==> config.mk <==
export PLATFORM = sky130hd
export DESIGN_NAME = aofm_top
export DESIGN_NICKNAME = d
export VERILOG_FILES = /design/src/design/aofm_fifo.v /design/src/design/aofm_top.v
export VERILOG_INCLUDE_DIRS = /design/src /design/src/design
export SDC_FILE = /design/constraint.sdc
export NUM_CORES = 1
export LEC_CHECK = 0
export BUFFER_PORTS_ARGS = -buffer_cell sky130_fd_sc_hd__buf_4
export CAP_MARGIN = 20
export CORE_MARGIN = 2
export CORE_UTILIZATION = 50
export DETAILED_ROUTE_END_ITERATION = 8
export GPL_TIMING_DRIVEN = 0
export PLACE_DENSITY = 0.67
export SYNTH_ARGS = -nofsm -noshare
export SYNTH_HDL_FRONTEND = slang
export SYNTH_SLANG_ARGS = --single-unit
==> constraint.sdc <==
create_clock -name sys_clk -period 3.7 [get_ports sys_clk]
set_input_delay 0.74 -clock sys_clk [delete_from_list [all_inputs] [get_ports sys_clk]]
set_output_delay 0.74 -clock sys_clk [all_outputs]
set_load 0.02 [all_outputs]
==> src/design/aofm_defs.vh <==
// constants for the adc output format and multiplex block
// assumes plain verilog-2005, included by bare name
`ifndef AOFM_DEFS_VH
`define AOFM_DEFS_VH
`define AOFM_W 11
`define AOFM_POS_FS_OB 11'h7FF
`define AOFM_POS_FS_TC 11'h3FF
`define AOFM_NEG_FS_OB 11'h000
`define AOFM_NEG_FS_TC 11'h400
`define AOFM_MSB_FLIP 11'h400
`define AOFM_ZERO 11'h000
`define AOFM_MUX_CODE 3'h7
`define AOFM_FIFO_DEPTH 32
`define AOFM_FIFO_AW 5
`define AOFM_PH_A 1'b0
`define AOFM_PH_B 1'b1
`endif

==> src/design/aofm_fifo.v <==
// parameterised flip-flop fifo with valid/ready on both sides
// assumes one clock, synchronous active-low reset
module aofm_fifo #(
    parameter WIDTH = 22,
    parameter DEPTH = 32,
    parameter AW = 5
) (
    input wire sys_clk,
    input wire rst_n,
    input wire [WIDTH-1:0] in_data,
    input wire in_valid,
    output wire in_ready,
    output wire [WIDTH-1:0] out_data,
    output wire out_valid,
    input wire out_ready
);
    // storage, indexed by pointer
    reg [WIDTH-1:0] mem_q [0:DEPTH-1];
    reg [AW-1:0] wr_q;
    reg [AW-1:0] rd_q;
    reg [AW:0] cnt_q;
    wire push;
    wire pop;
    // full count and last index, sized on purpose for the compares below
    localparam integer DEPTH_I = DEPTH;
    localparam integer LAST_I = DEPTH - 1;
    assign in_ready = (cnt_q != DEPTH_I[AW:0]);
    assign out_valid = (cnt_q != {(AW+1){1'b0}});
    assign push = in_valid & in_ready;
    assign pop = out_valid & out_ready;
    assign out_data = mem_q[rd_q];
    // pointer and count update
    always @(posedge sys_clk)
    begin
        if (!rst_n)
        begin
            wr_q <= {AW{1'b0}};
            rd_q <= {AW{1'b0}};
            cnt_q <= {(AW+1){1'b0}};
        end
        else
        begin
            if (push)
                wr_q <= (wr_q == LAST_I[AW-1:0]) ? {AW{1'b0}} : wr_q + 1'b1;
            if (pop)
                rd_q <= (rd_q == LAST_I[AW-1:0]) ? {AW{1'b0}} : rd_q + 1'b1;
            if (push & ~pop)
                cnt_q <= cnt_q + 1'b1;
            else if (pop & ~push)
                cnt_q <= cnt_q - 1'b1;
        end
    end
    // data write, no reset needed on storage
    always @(posedge sys_clk)
    begin
        if (push)
            mem_q[wr_q] <= in_data;
    end
endmodule

==> src/design/aofm_top.v <==
// output formatting and multiplexing of a dual 11-bit converter
// assumes raw samples arrive as offset binary with over/under flags,
// on sys_clk; the receiver latches on the rising edge of the out clock
// assumes the mode field input comes from logic on sys_clk, while the
// three config pins come straight from the board and are filtered here
// assumes the system keeps mux mode to sampling rates under 75 MSPS;
// nothing here can tell the rate, so it is not checked
`include "aofm_defs.vh"

// Operation
// - mux mode: both channels on B bus
// - mux mode: A pins driven low
// - mux from power field or pins
// - per channel twos or offset coding
// - positive overdrive gives positive full scale
// - negative overdrive gives negative full scale
// - 11-bit words plus common out clock
// - one word per out clock cycle
module aofm_top #(
    parameter W = `AOFM_W,
    parameter DEPTH = `AOFM_FIFO_DEPTH
) (
    // clock and reset
    input wire sys_clk,
    input wire rst_n,
    // raw sample pair with overdrive flags
    input wire [W-1:0] raw_a,
    input wire ovr_pos_a,
    input wire ovr_neg_a,
    input wire [W-1:0] raw_b,
    input wire ovr_pos_b,
    input wire ovr_neg_b,
    // pair handshake toward the converter core
    input wire samp_valid,
    output wire samp_ready,
    // per channel coding select, 1 for twos complement
    input wire per_channel_code_format_a,
    input wire per_channel_code_format_b,
    // mode select sources
    input wire mux_reg_en,
    input wire [2:0] ctrl_pins,
    // output pins toward the receiver
    output reg [W-1:0] chan_a_out_pins,
    output wire [W-1:0] chan_a_out_oe,
    output reg [W-1:0] chan_b_out_bus,
    output reg sample_out_clock
);
    // pin synchroniser, three stages; the first may go metastable,
    // so only the second stage ever reads it
    reg [2:0] pin_s1_q; // first stage, raw capture
    reg [2:0] pin_s2_q; // second stage, settled
    reg [2:0] pin_s3_q; // third stage, agree check
    reg [2:0] pin_q; // filtered pin value in use
    // formatted words and fifo wiring
    // the pair travels as one word: A in the upper half, B in the lower
    wire [W-1:0] fmt_a;
    wire [W-1:0] fmt_b;
    wire [2*W-1:0] ff_out;
    wire ff_valid;
    wire ff_ready;
    // output phase and mux state
    reg ph_q; // which word of a mux pair is next
    reg hi_q; // out clock phase, 1 on the cycle before a new word
    reg mux_q; // mode in force, changed only between pairs
    wire mux_req; // mode asked for by field or pins

    // per channel coding and overdrive clamp
    // twos complement is offset binary with the msb inverted, so one
    // xor does the conversion; positive overdrive wins if both flags
    function [W-1:0] fmt;
        input [W-1:0] raw;
        input pos;
        input neg;
        input twos;
        begin
            if (pos)
                fmt = twos ? `AOFM_POS_FS_TC : `AOFM_POS_FS_OB;
            else if (neg)
                fmt = twos ? `AOFM_NEG_FS_TC : `AOFM_NEG_FS_OB;
            else
                fmt = twos ? (raw ^ `AOFM_MSB_FLIP) : raw;
        end
    endfunction

    assign fmt_a = fmt(raw_a, ovr_pos_a, ovr_neg_a, per_channel_code_format_a);
    assign fmt_b = fmt(raw_b, ovr_pos_b, ovr_neg_b, per_channel_code_format_b);

    // sample buffer; source stalls via samp_ready when full
    // a pair enters as one word so the two channels never slip apart;
    // coding is fixed at entry, so a format change applies to new pairs
    aofm_fifo #(
        .WIDTH(2*W),
        .DEPTH(DEPTH),
        .AW(`AOFM_FIFO_AW)
    ) u_fifo (
        .sys_clk(sys_clk),
        .rst_n(rst_n),
        .in_data({fmt_a, fmt_b}),
        .in_valid(samp_valid),
        .in_ready(samp_ready),
        .out_data(ff_out),
        .out_valid(ff_valid),
        .out_ready(ff_ready)
    );

    // pins change only once stages two and three agree
    // reset clears the chain, so the pins read as 0 until filtered
    always @(posedge sys_clk)
    begin
        if (!rst_n)
        begin
            pin_s1_q <= 3'h0;
            pin_s2_q <= 3'h0;
            pin_s3_q <= 3'h0;
            pin_q <= 3'h0;
        end
        else
        begin
            pin_s1_q <= ctrl_pins;
            pin_s2_q <= pin_s1_q;
            pin_s3_q <= pin_s2_q;
            // filter: a one-cycle glitch never reaches pin_q
            if (pin_s2_q == pin_s3_q)
                pin_q <= pin_s3_q;
        end
    end

    // pin code all ones selects mux; other pin codes leave it to the field
    // either source enables
    assign mux_req = mux_reg_en | (pin_q == `AOFM_MUX_CODE);

    // out clock runs at half sys_clk: data set on low phase, latched on rise
    // in mux mode a pair takes two out clocks, halving sample throughput
    // popping on the launch cycle keeps ff_out stable while it is shown
    assign ff_ready = hi_q & ((~mux_q) | (ph_q == `AOFM_PH_B));

    // output driver; a mode change is taken only between pairs
    // schedule, one out clock period = two sys_clk cycles:
    //   hi_q 0 -> 1: out clock rises, receiver latches the standing word
    //   hi_q 1 -> 0: out clock falls, the next word is launched
    // normal mode: A and B words launch together, one pair per period
    // mux mode: A word in one period, B word in the next, both on the
    // B bus; the fifo pops only with the B word, so a stall between
    // the two words cannot split a pair
    // when the fifo runs dry the outputs simply hold; the receiver sees
    // a repeated word, which is the price of keeping the clock running
    // a mode change mid-pair would leave the receiver out of step,
    // hence the change waits for the B word or an idle A phase
    always @(posedge sys_clk)
    begin
        if (!rst_n)
        begin
            hi_q <= 1'b0;
            ph_q <= `AOFM_PH_A;
            mux_q <= 1'b0;
            sample_out_clock <= 1'b0;
            chan_a_out_pins <= `AOFM_ZERO;
            chan_b_out_bus <= `AOFM_ZERO;
        end
        else
        begin
            // common out clock
            // the out clock is a register, so it never glitches
            hi_q <= ~hi_q;
            sample_out_clock <= ~hi_q;
            if (hi_q)
            begin
                if (mux_q)
                begin
                    chan_a_out_pins <= `AOFM_ZERO;
                    if (ph_q == `AOFM_PH_A)
                        chan_b_out_bus <= ff_valid ? ff_out[2*W-1:W] : chan_b_out_bus;
                    else
                        chan_b_out_bus <= ff_out[W-1:0];
                    if (ff_valid)
                        ph_q <= ~ph_q;
                    // leave only after B, or idle before A
                    if ((ph_q == `AOFM_PH_B) | ~ff_valid)
                        mux_q <= mux_req;
                end
                // normal mode: both buses carry their own channel
                else
                begin
                    // no data: hold, the receiver folds the repeat
                    if (ff_valid)
                    begin
                        chan_a_out_pins <= ff_out[2*W-1:W];
                        chan_b_out_bus <= ff_out[W-1:0];
                    end
                    ph_q <= `AOFM_PH_A;
                    mux_q <= mux_req;
                end
            end
        end
    end

    // all A pins always driven, never floated
    // a floating bus would let the receiver see noise
    assign chan_a_out_oe = {W{1'b1}};
endmodule

Yosys cells after proc, flatten, opt, wreduce, memory -nomap -nowiden

Memory sizes are Yosys's and may differ from the RTL's. A register that Yosys moved wholly into a read port is not among the register bits.
Index checks and enable logic that the tools add are counted.

$add $sub $neg: 4
Eq/ne operators: 6
Multiplexer cells: 27
Bitwise gates (word level): 16
Reduce and logical (&&, ||, !) cells: 7

Operator list:

| operator                                          | count |
|---|---|
| 2-to-1 mux 11 bit                                 | 15 |
| 2-to-1 mux 5 bit                                  | 4 |
| 2-to-1 mux 6 bit                                  | 2 |
| adder 5 x 1 -> 5 bit (second input constant)      | 2 |
| equality test 5 bit (second input constant)       | 2 |
| NOT 1 bit                                         | 8 |
| adder 6 x 1 -> 6 bit (second input constant)      | 1 |
| 2-to-1 mux 1 bit                                  | 6 |
| != test 6 bit (second input constant)             | 1 |
| nonzero test 2 bit                                | 3 |
| nonzero test 6 bit                                | 1 |
| subtractor 6 x 1 -> 6 bit (second input constant) | 1 |
| bitwise AND 1 bit                                 | 5 |
| AND reduction 2 bit                               | 2 |
| equality test 3 bit                               | 1 |
| equality test 3 bit (second input constant)       | 1 |
| OR 1 bit                                          | 3 |
| AND reduction 3 bit                               | 1 |
| != test 2 bit (second input constant)             | 1 |

Memory bits (writable): 704
Register bits after elaboration: 53
Input bits: 35
Word-level logic and storage cells: 73
Memories: 1

Memories:

| name         | words | bits a word | rd ports | clocked after memory_dff | wr ports | RTL line       | source |
|---|---|---|---|---|---|---|---|
| u_fifo.mem_q | 32    | 22          | 1        | 1                        | 1        | aofm_fifo.v:18 | `reg [WIDTH-1:0] mem_q [0:DEPTH-1];` |

Depth between registers and ports, before layout

Word-level depth: 7
Gate-level depth with buffers: 12

Hierarchy

Synthesis repeated with hierarchy kept, for this count alone.

Cells, all modules: 1618
Area total of the unflattened synthesis: 29824.9 sq um

Modules (own cells, without submodules):

| module    | cells an instance | instances | area an instance (sq um) |
|---|---|---|---|
| aofm_fifo | 1419              | 1         | 27981.8 |
| aofm_top  | 199               | 1         | 1843.0 |

Worst setup path after synthesis

No wires, ideal clock.

Path type: reg2reg
Start point: reg u_fifo.cnt_q[0]
End point: reg u_fifo.cnt_q[5]
Setup slack: 0.611 ns
Path buffers: 1
Cell stages (with the launch flop): 13
Required time: 3.628 ns
Clock period less this slack: 3.089 ns
Arrival: 3.017 ns
Path through: dfxtp_1 -> or4_1 -> buf_4 -> o31ai_4 -> inv_1 -> ha_1 -> inv_1 -> ha_1 -> a21o_1 -> a21o_1 -> a211o_1 -> o211ai_1 -> mux2i_1

Word-level cells in the longest chain between the ends: 5
Elaborated cells between the ends (all ways): 13

Ends and longest elaborated chain:

| what                         | RTL line       | source |
|---|---|---|
| start, declared              | aofm_fifo.v:21 | `reg [AW:0] cnt_q;` |
| start signal, assigned       | aofm_fifo.v:39 | `cnt_q <= {(AW+1){1'b0}};` |
| start signal, assigned       | aofm_fifo.v:48 | `cnt_q <= cnt_q + 1'b1;` |
| start signal, assigned       | aofm_fifo.v:50 | `cnt_q <= cnt_q - 1'b1;` |
| != test 6 bit (*)            | aofm_fifo.v:27 | `assign in_ready = (cnt_q != DEPTH_I[AW:0]);` |
| bitwise AND 1 bit (*)        | aofm_fifo.v:29 | `assign push = in_valid & in_ready;` |
| named net u_fifo.push        | aofm_fifo.v:22 | `wire push;` |
| NOT 1 bit                    | aofm_fifo.v:49 | `else if (pop & ~push)` |
| bitwise AND 1 bit            | aofm_fifo.v:49 |  |
| nonzero test 2 bit (no line) | n/a            |  |

Mark *: on every way through the listed nets, which the timed path passes. The rest lies on a longest branch. The select of a mux whose other input is x is not followed.
A chain may end at the register's enable or synchronous reset.

Worst setup path after layout

Ends and elaborated chain as after synthesis.

==> results.md <==
- Grt total ovfl: 0
- Hold_sp: ctrl_pins[1]
- Post-Syn Area: 29500 µm²
- Cell Pwr Density: 570 nW/µm²
- Post-DP HPWL: 45800 µm
- Asr flop ratio synth: 0%
- XOR/XNOR share of the synthesized area: 0.267%
- Final period util: 94.0%
- All-Layer GR Usage: 24.4%
- Wire length of the first global-routing pass: 105000 µm
- Synth Area in Simple Gates: 3.05%
- Routed WL: 72300 µm
- Rows: 89
- CP required: 4.25 ns
- Area delta synth->final: 17.0%
- Most common cell after layout, fill and taps aside: edfxtp_1
- Flops & latches, synth: 762
- Clock sinks: 762
- DR vias: 15100
- Placement Setup Slack: 0.171 ns
- Post-synthesis mux area share: 15.2%
- Adder-Cell Fraction of Synth Area: 0.577%
- CP Class: reg2reg
- Core footprint: 58700 µm²
- Chip height: 247 µm
- Synth Instances: 1408
- Seq/Total Area, Yosys: 75.6%
- Vias/cell: 6.21
- Hold Path Stages: 2
- Vias in the first global route: 15200
- Area of the die: 60900 µm²
- Minimum clock period: 3.48 ns
- Commonest non-fill, non-tap cells in the layout: edfxtp_1, mux4_2, buf_4
- Setup crit end kind: flip-flop
- F_max: 288 MHz
- Worst-margin pin slew: 1.11 ns
- Yosys cell types: 48
- R2R Path End: u_fifo.cnt_q[5]
- Placed insts: 2283
- R2R Path Start: u_fifo.cnt_q[0]
- Fin. Hold Viols: 0
- Setup_tns: 0 ns
- Non-Filler Instances: 2433
- Max-cap violation count: 0
- Clock Skew: 0.0244 ns
- Flop2flop setup slack: 0.22 ns
- Routed Antenna Nets: 0
- Fill cells: 4137
- Initial antenna violation count: 1
- Final setup fails: 0
- Max clock buf depth: 3
- Maximum VDD drop: 0.422 mV
- RSZ-0062 raised after global routing: false
- Initial DRC Count: 1736
- Arrival time worst endpoint: 4.02 ns
- Outcome: finished clean
- WHS Endpoint: pin_s1_q[1]
- Largest family of logic cells by synthesized area: multiplexers
- Startpoint Class: flip-flop
- Worst Reg-to-Reg Cells: 12
- CP max FO: 7
- DRC: 0
- CTS Hold Bufs: 0
- Static Leak: 10.8 nW
- Max-slew headroom: 25.9%
- Clock Pin Slew Worst Setup and Hold Paths: 0.06 ns
- Worst skew pair latency: 0.63 ns
- Drt first pass iters: 5
- Fin. max-slew vios: 0
- CTS Buf Count: 75
- Post-synth EDFFs: 704
- Initial core utilization: 50.2%
- Routability-driven placement congestion ratio: 0.795
- Root Driver: clkbuf_16
- Largest net degree at the start of global routing: 33
- Syn. warnings: 0
- IO Count: 70
- DR WL/cell: 29.7 µm
- Ys flop type: edfxtp_1
- Seq. cell area: 22300 µm²
- Total Power: 19.7 mW
- # nets final: 1646
- HP Class: in2reg
- Utilization after layout: 58.8%
- H-tree levels: 3
- Layout cells sized above 1: 29.9%
- Synthesized area per cell: 20.9 µm²
- Worst setup margin: 0.223 ns
- Port Buffers: 57
- TritonCTS clock tree: yes
- Synth Area in Compound Gates: 3.53%
- Multi-input gate area: 6960 µm²
- Die W: 247 µm
==> metrics by stage <==
step                      hold slack, ns  cell area [µm²]
after floorplan                    0.412            29500
after global placement             0.431            30900
after detailed placement           0.431            31900
after CTS                          0.307            34300
after global routing               0.336            34500
final                              0.334            34500
==> area by class of cell <==
cell class | instances | share of cell area (%)
Antenna cell | 1 | 0.00726
Buffer | 90 | 1.42
Clock buffer | 99 | 5.86
Clock inverter | 39 | 1.12
Inverter | 8 | 0.0871
Multi-Input combinational cell | 558 | 20.2
Sequential cell | 762 | 64.7
Tap cell | 773 | 2.80
Timing Repair Buffer | 103 | 3.84
==> how the worst max path moves through the flow <==
stage                                from             endpoint  slack (ns)  depth (start not counted)
after detailed placement  u_fifo.cnt_q[0]      u_fifo.cnt_q[5]        0.17                         12
after floorplan           u_fifo.cnt_q[0]      u_fifo.cnt_q[5]        0.61                         12
after global placement    u_fifo.cnt_q[4]  u_fifo.mem_q[24][3]       -0.69                          5
final                     u_fifo.cnt_q[0]      u_fifo.cnt_q[5]        0.22                         12
after CTS                 u_fifo.cnt_q[0]      u_fifo.cnt_q[5]        0.15                         12
after global routing      u_fifo.cnt_q[0]      u_fifo.cnt_q[5]        0.05                         12
==> cell families after synthesis <==
group / count (synthesis)
flip-flops: 762
multiplexers: 214
buffers and inverters: 98
adder cells (fa/ha/maj): 13
XOR/XNOR: 9
AO/OA/AOI/OAI: 145
other: 1
AND/OR/NAND/NOR: 166
==> flip-flops by register name, summed over array words and instances (netlist names), named ones only <==
register         flops
chan_b_out_bus      11
pin_s1_q             3
pin_s3_q             3
mux_q                1
u_fifo.wr_q          5
chan_a_out_pins     11
pin_s2_q             3
u_fifo.mem_q       704
u_fifo.rd_q          5
pin_q                3
ph_q                 1
hi_q                 1
u_fifo.cnt_q         6
==> worst max-delay path, cell delays in order (launching register included) <==
cell	delay, ns
dfxtp_1	0.36
or4_1	0.54
buf_4	0.20
o31ai_4	0.34
inv_1	0.22
ha_1	0.28
inv_1	0.20
ha_1	0.27
a21o_1	0.17
a21o_1	0.21
a211o_1	0.29
o211ai_1	0.13
mux2i_1	0.21
==> synthesized netlist by cell type, types with 6 or more instances <==
master	number	area (µm²)
edfxtp_1	704	21100
nor4_1	12	75.1
nor2_1	40	150
xnor2_1	6	52.6
mux2i_1	28	280
nand3_1	12	60.1
o21ai_0	10	50.1
inv_1	8	30.0
a22oi_1	34	255
and2_1	15	93.8
o22ai_1	44	275
buf_2	27	135
dfxtp_1	58	1160
nand3b_1	6	45.0
mux4_2	186	4190
a31oi_1	7	43.8
ha_1	12	150
nor2b_1	21	131
a21oi_1	7	35.0
buf_4	23	173
a21o_1	24	180
nand2_1	32	120
a21boi_0	10	75.1
clkbuf_1	31	116
==> power by group <==
part	internal, mW	switching [mW]	leakage, nW
Combinational	1.05	1.38	2.90
Clock	4.30	3.20	1.16
Sequential	9.64	0.0906	6.76
==> routing by layer <==
layer	vias up	routed length (µm)	GRT usage, %
met5	-	0	0
met4	0	2580	9.37
met3	137	6570	5.01
met2	726	34400	38.0
met1	8022	28700	34.2
li1	6234	-	-
==> repair_timing <==
action | 4_1_cts | 5_1_grt
resized for setup | 0 | 0
endpoints found under the setup margin | 0 | 1
buffers inserted | 0 | 4
(Power assumes the default switching activity.)
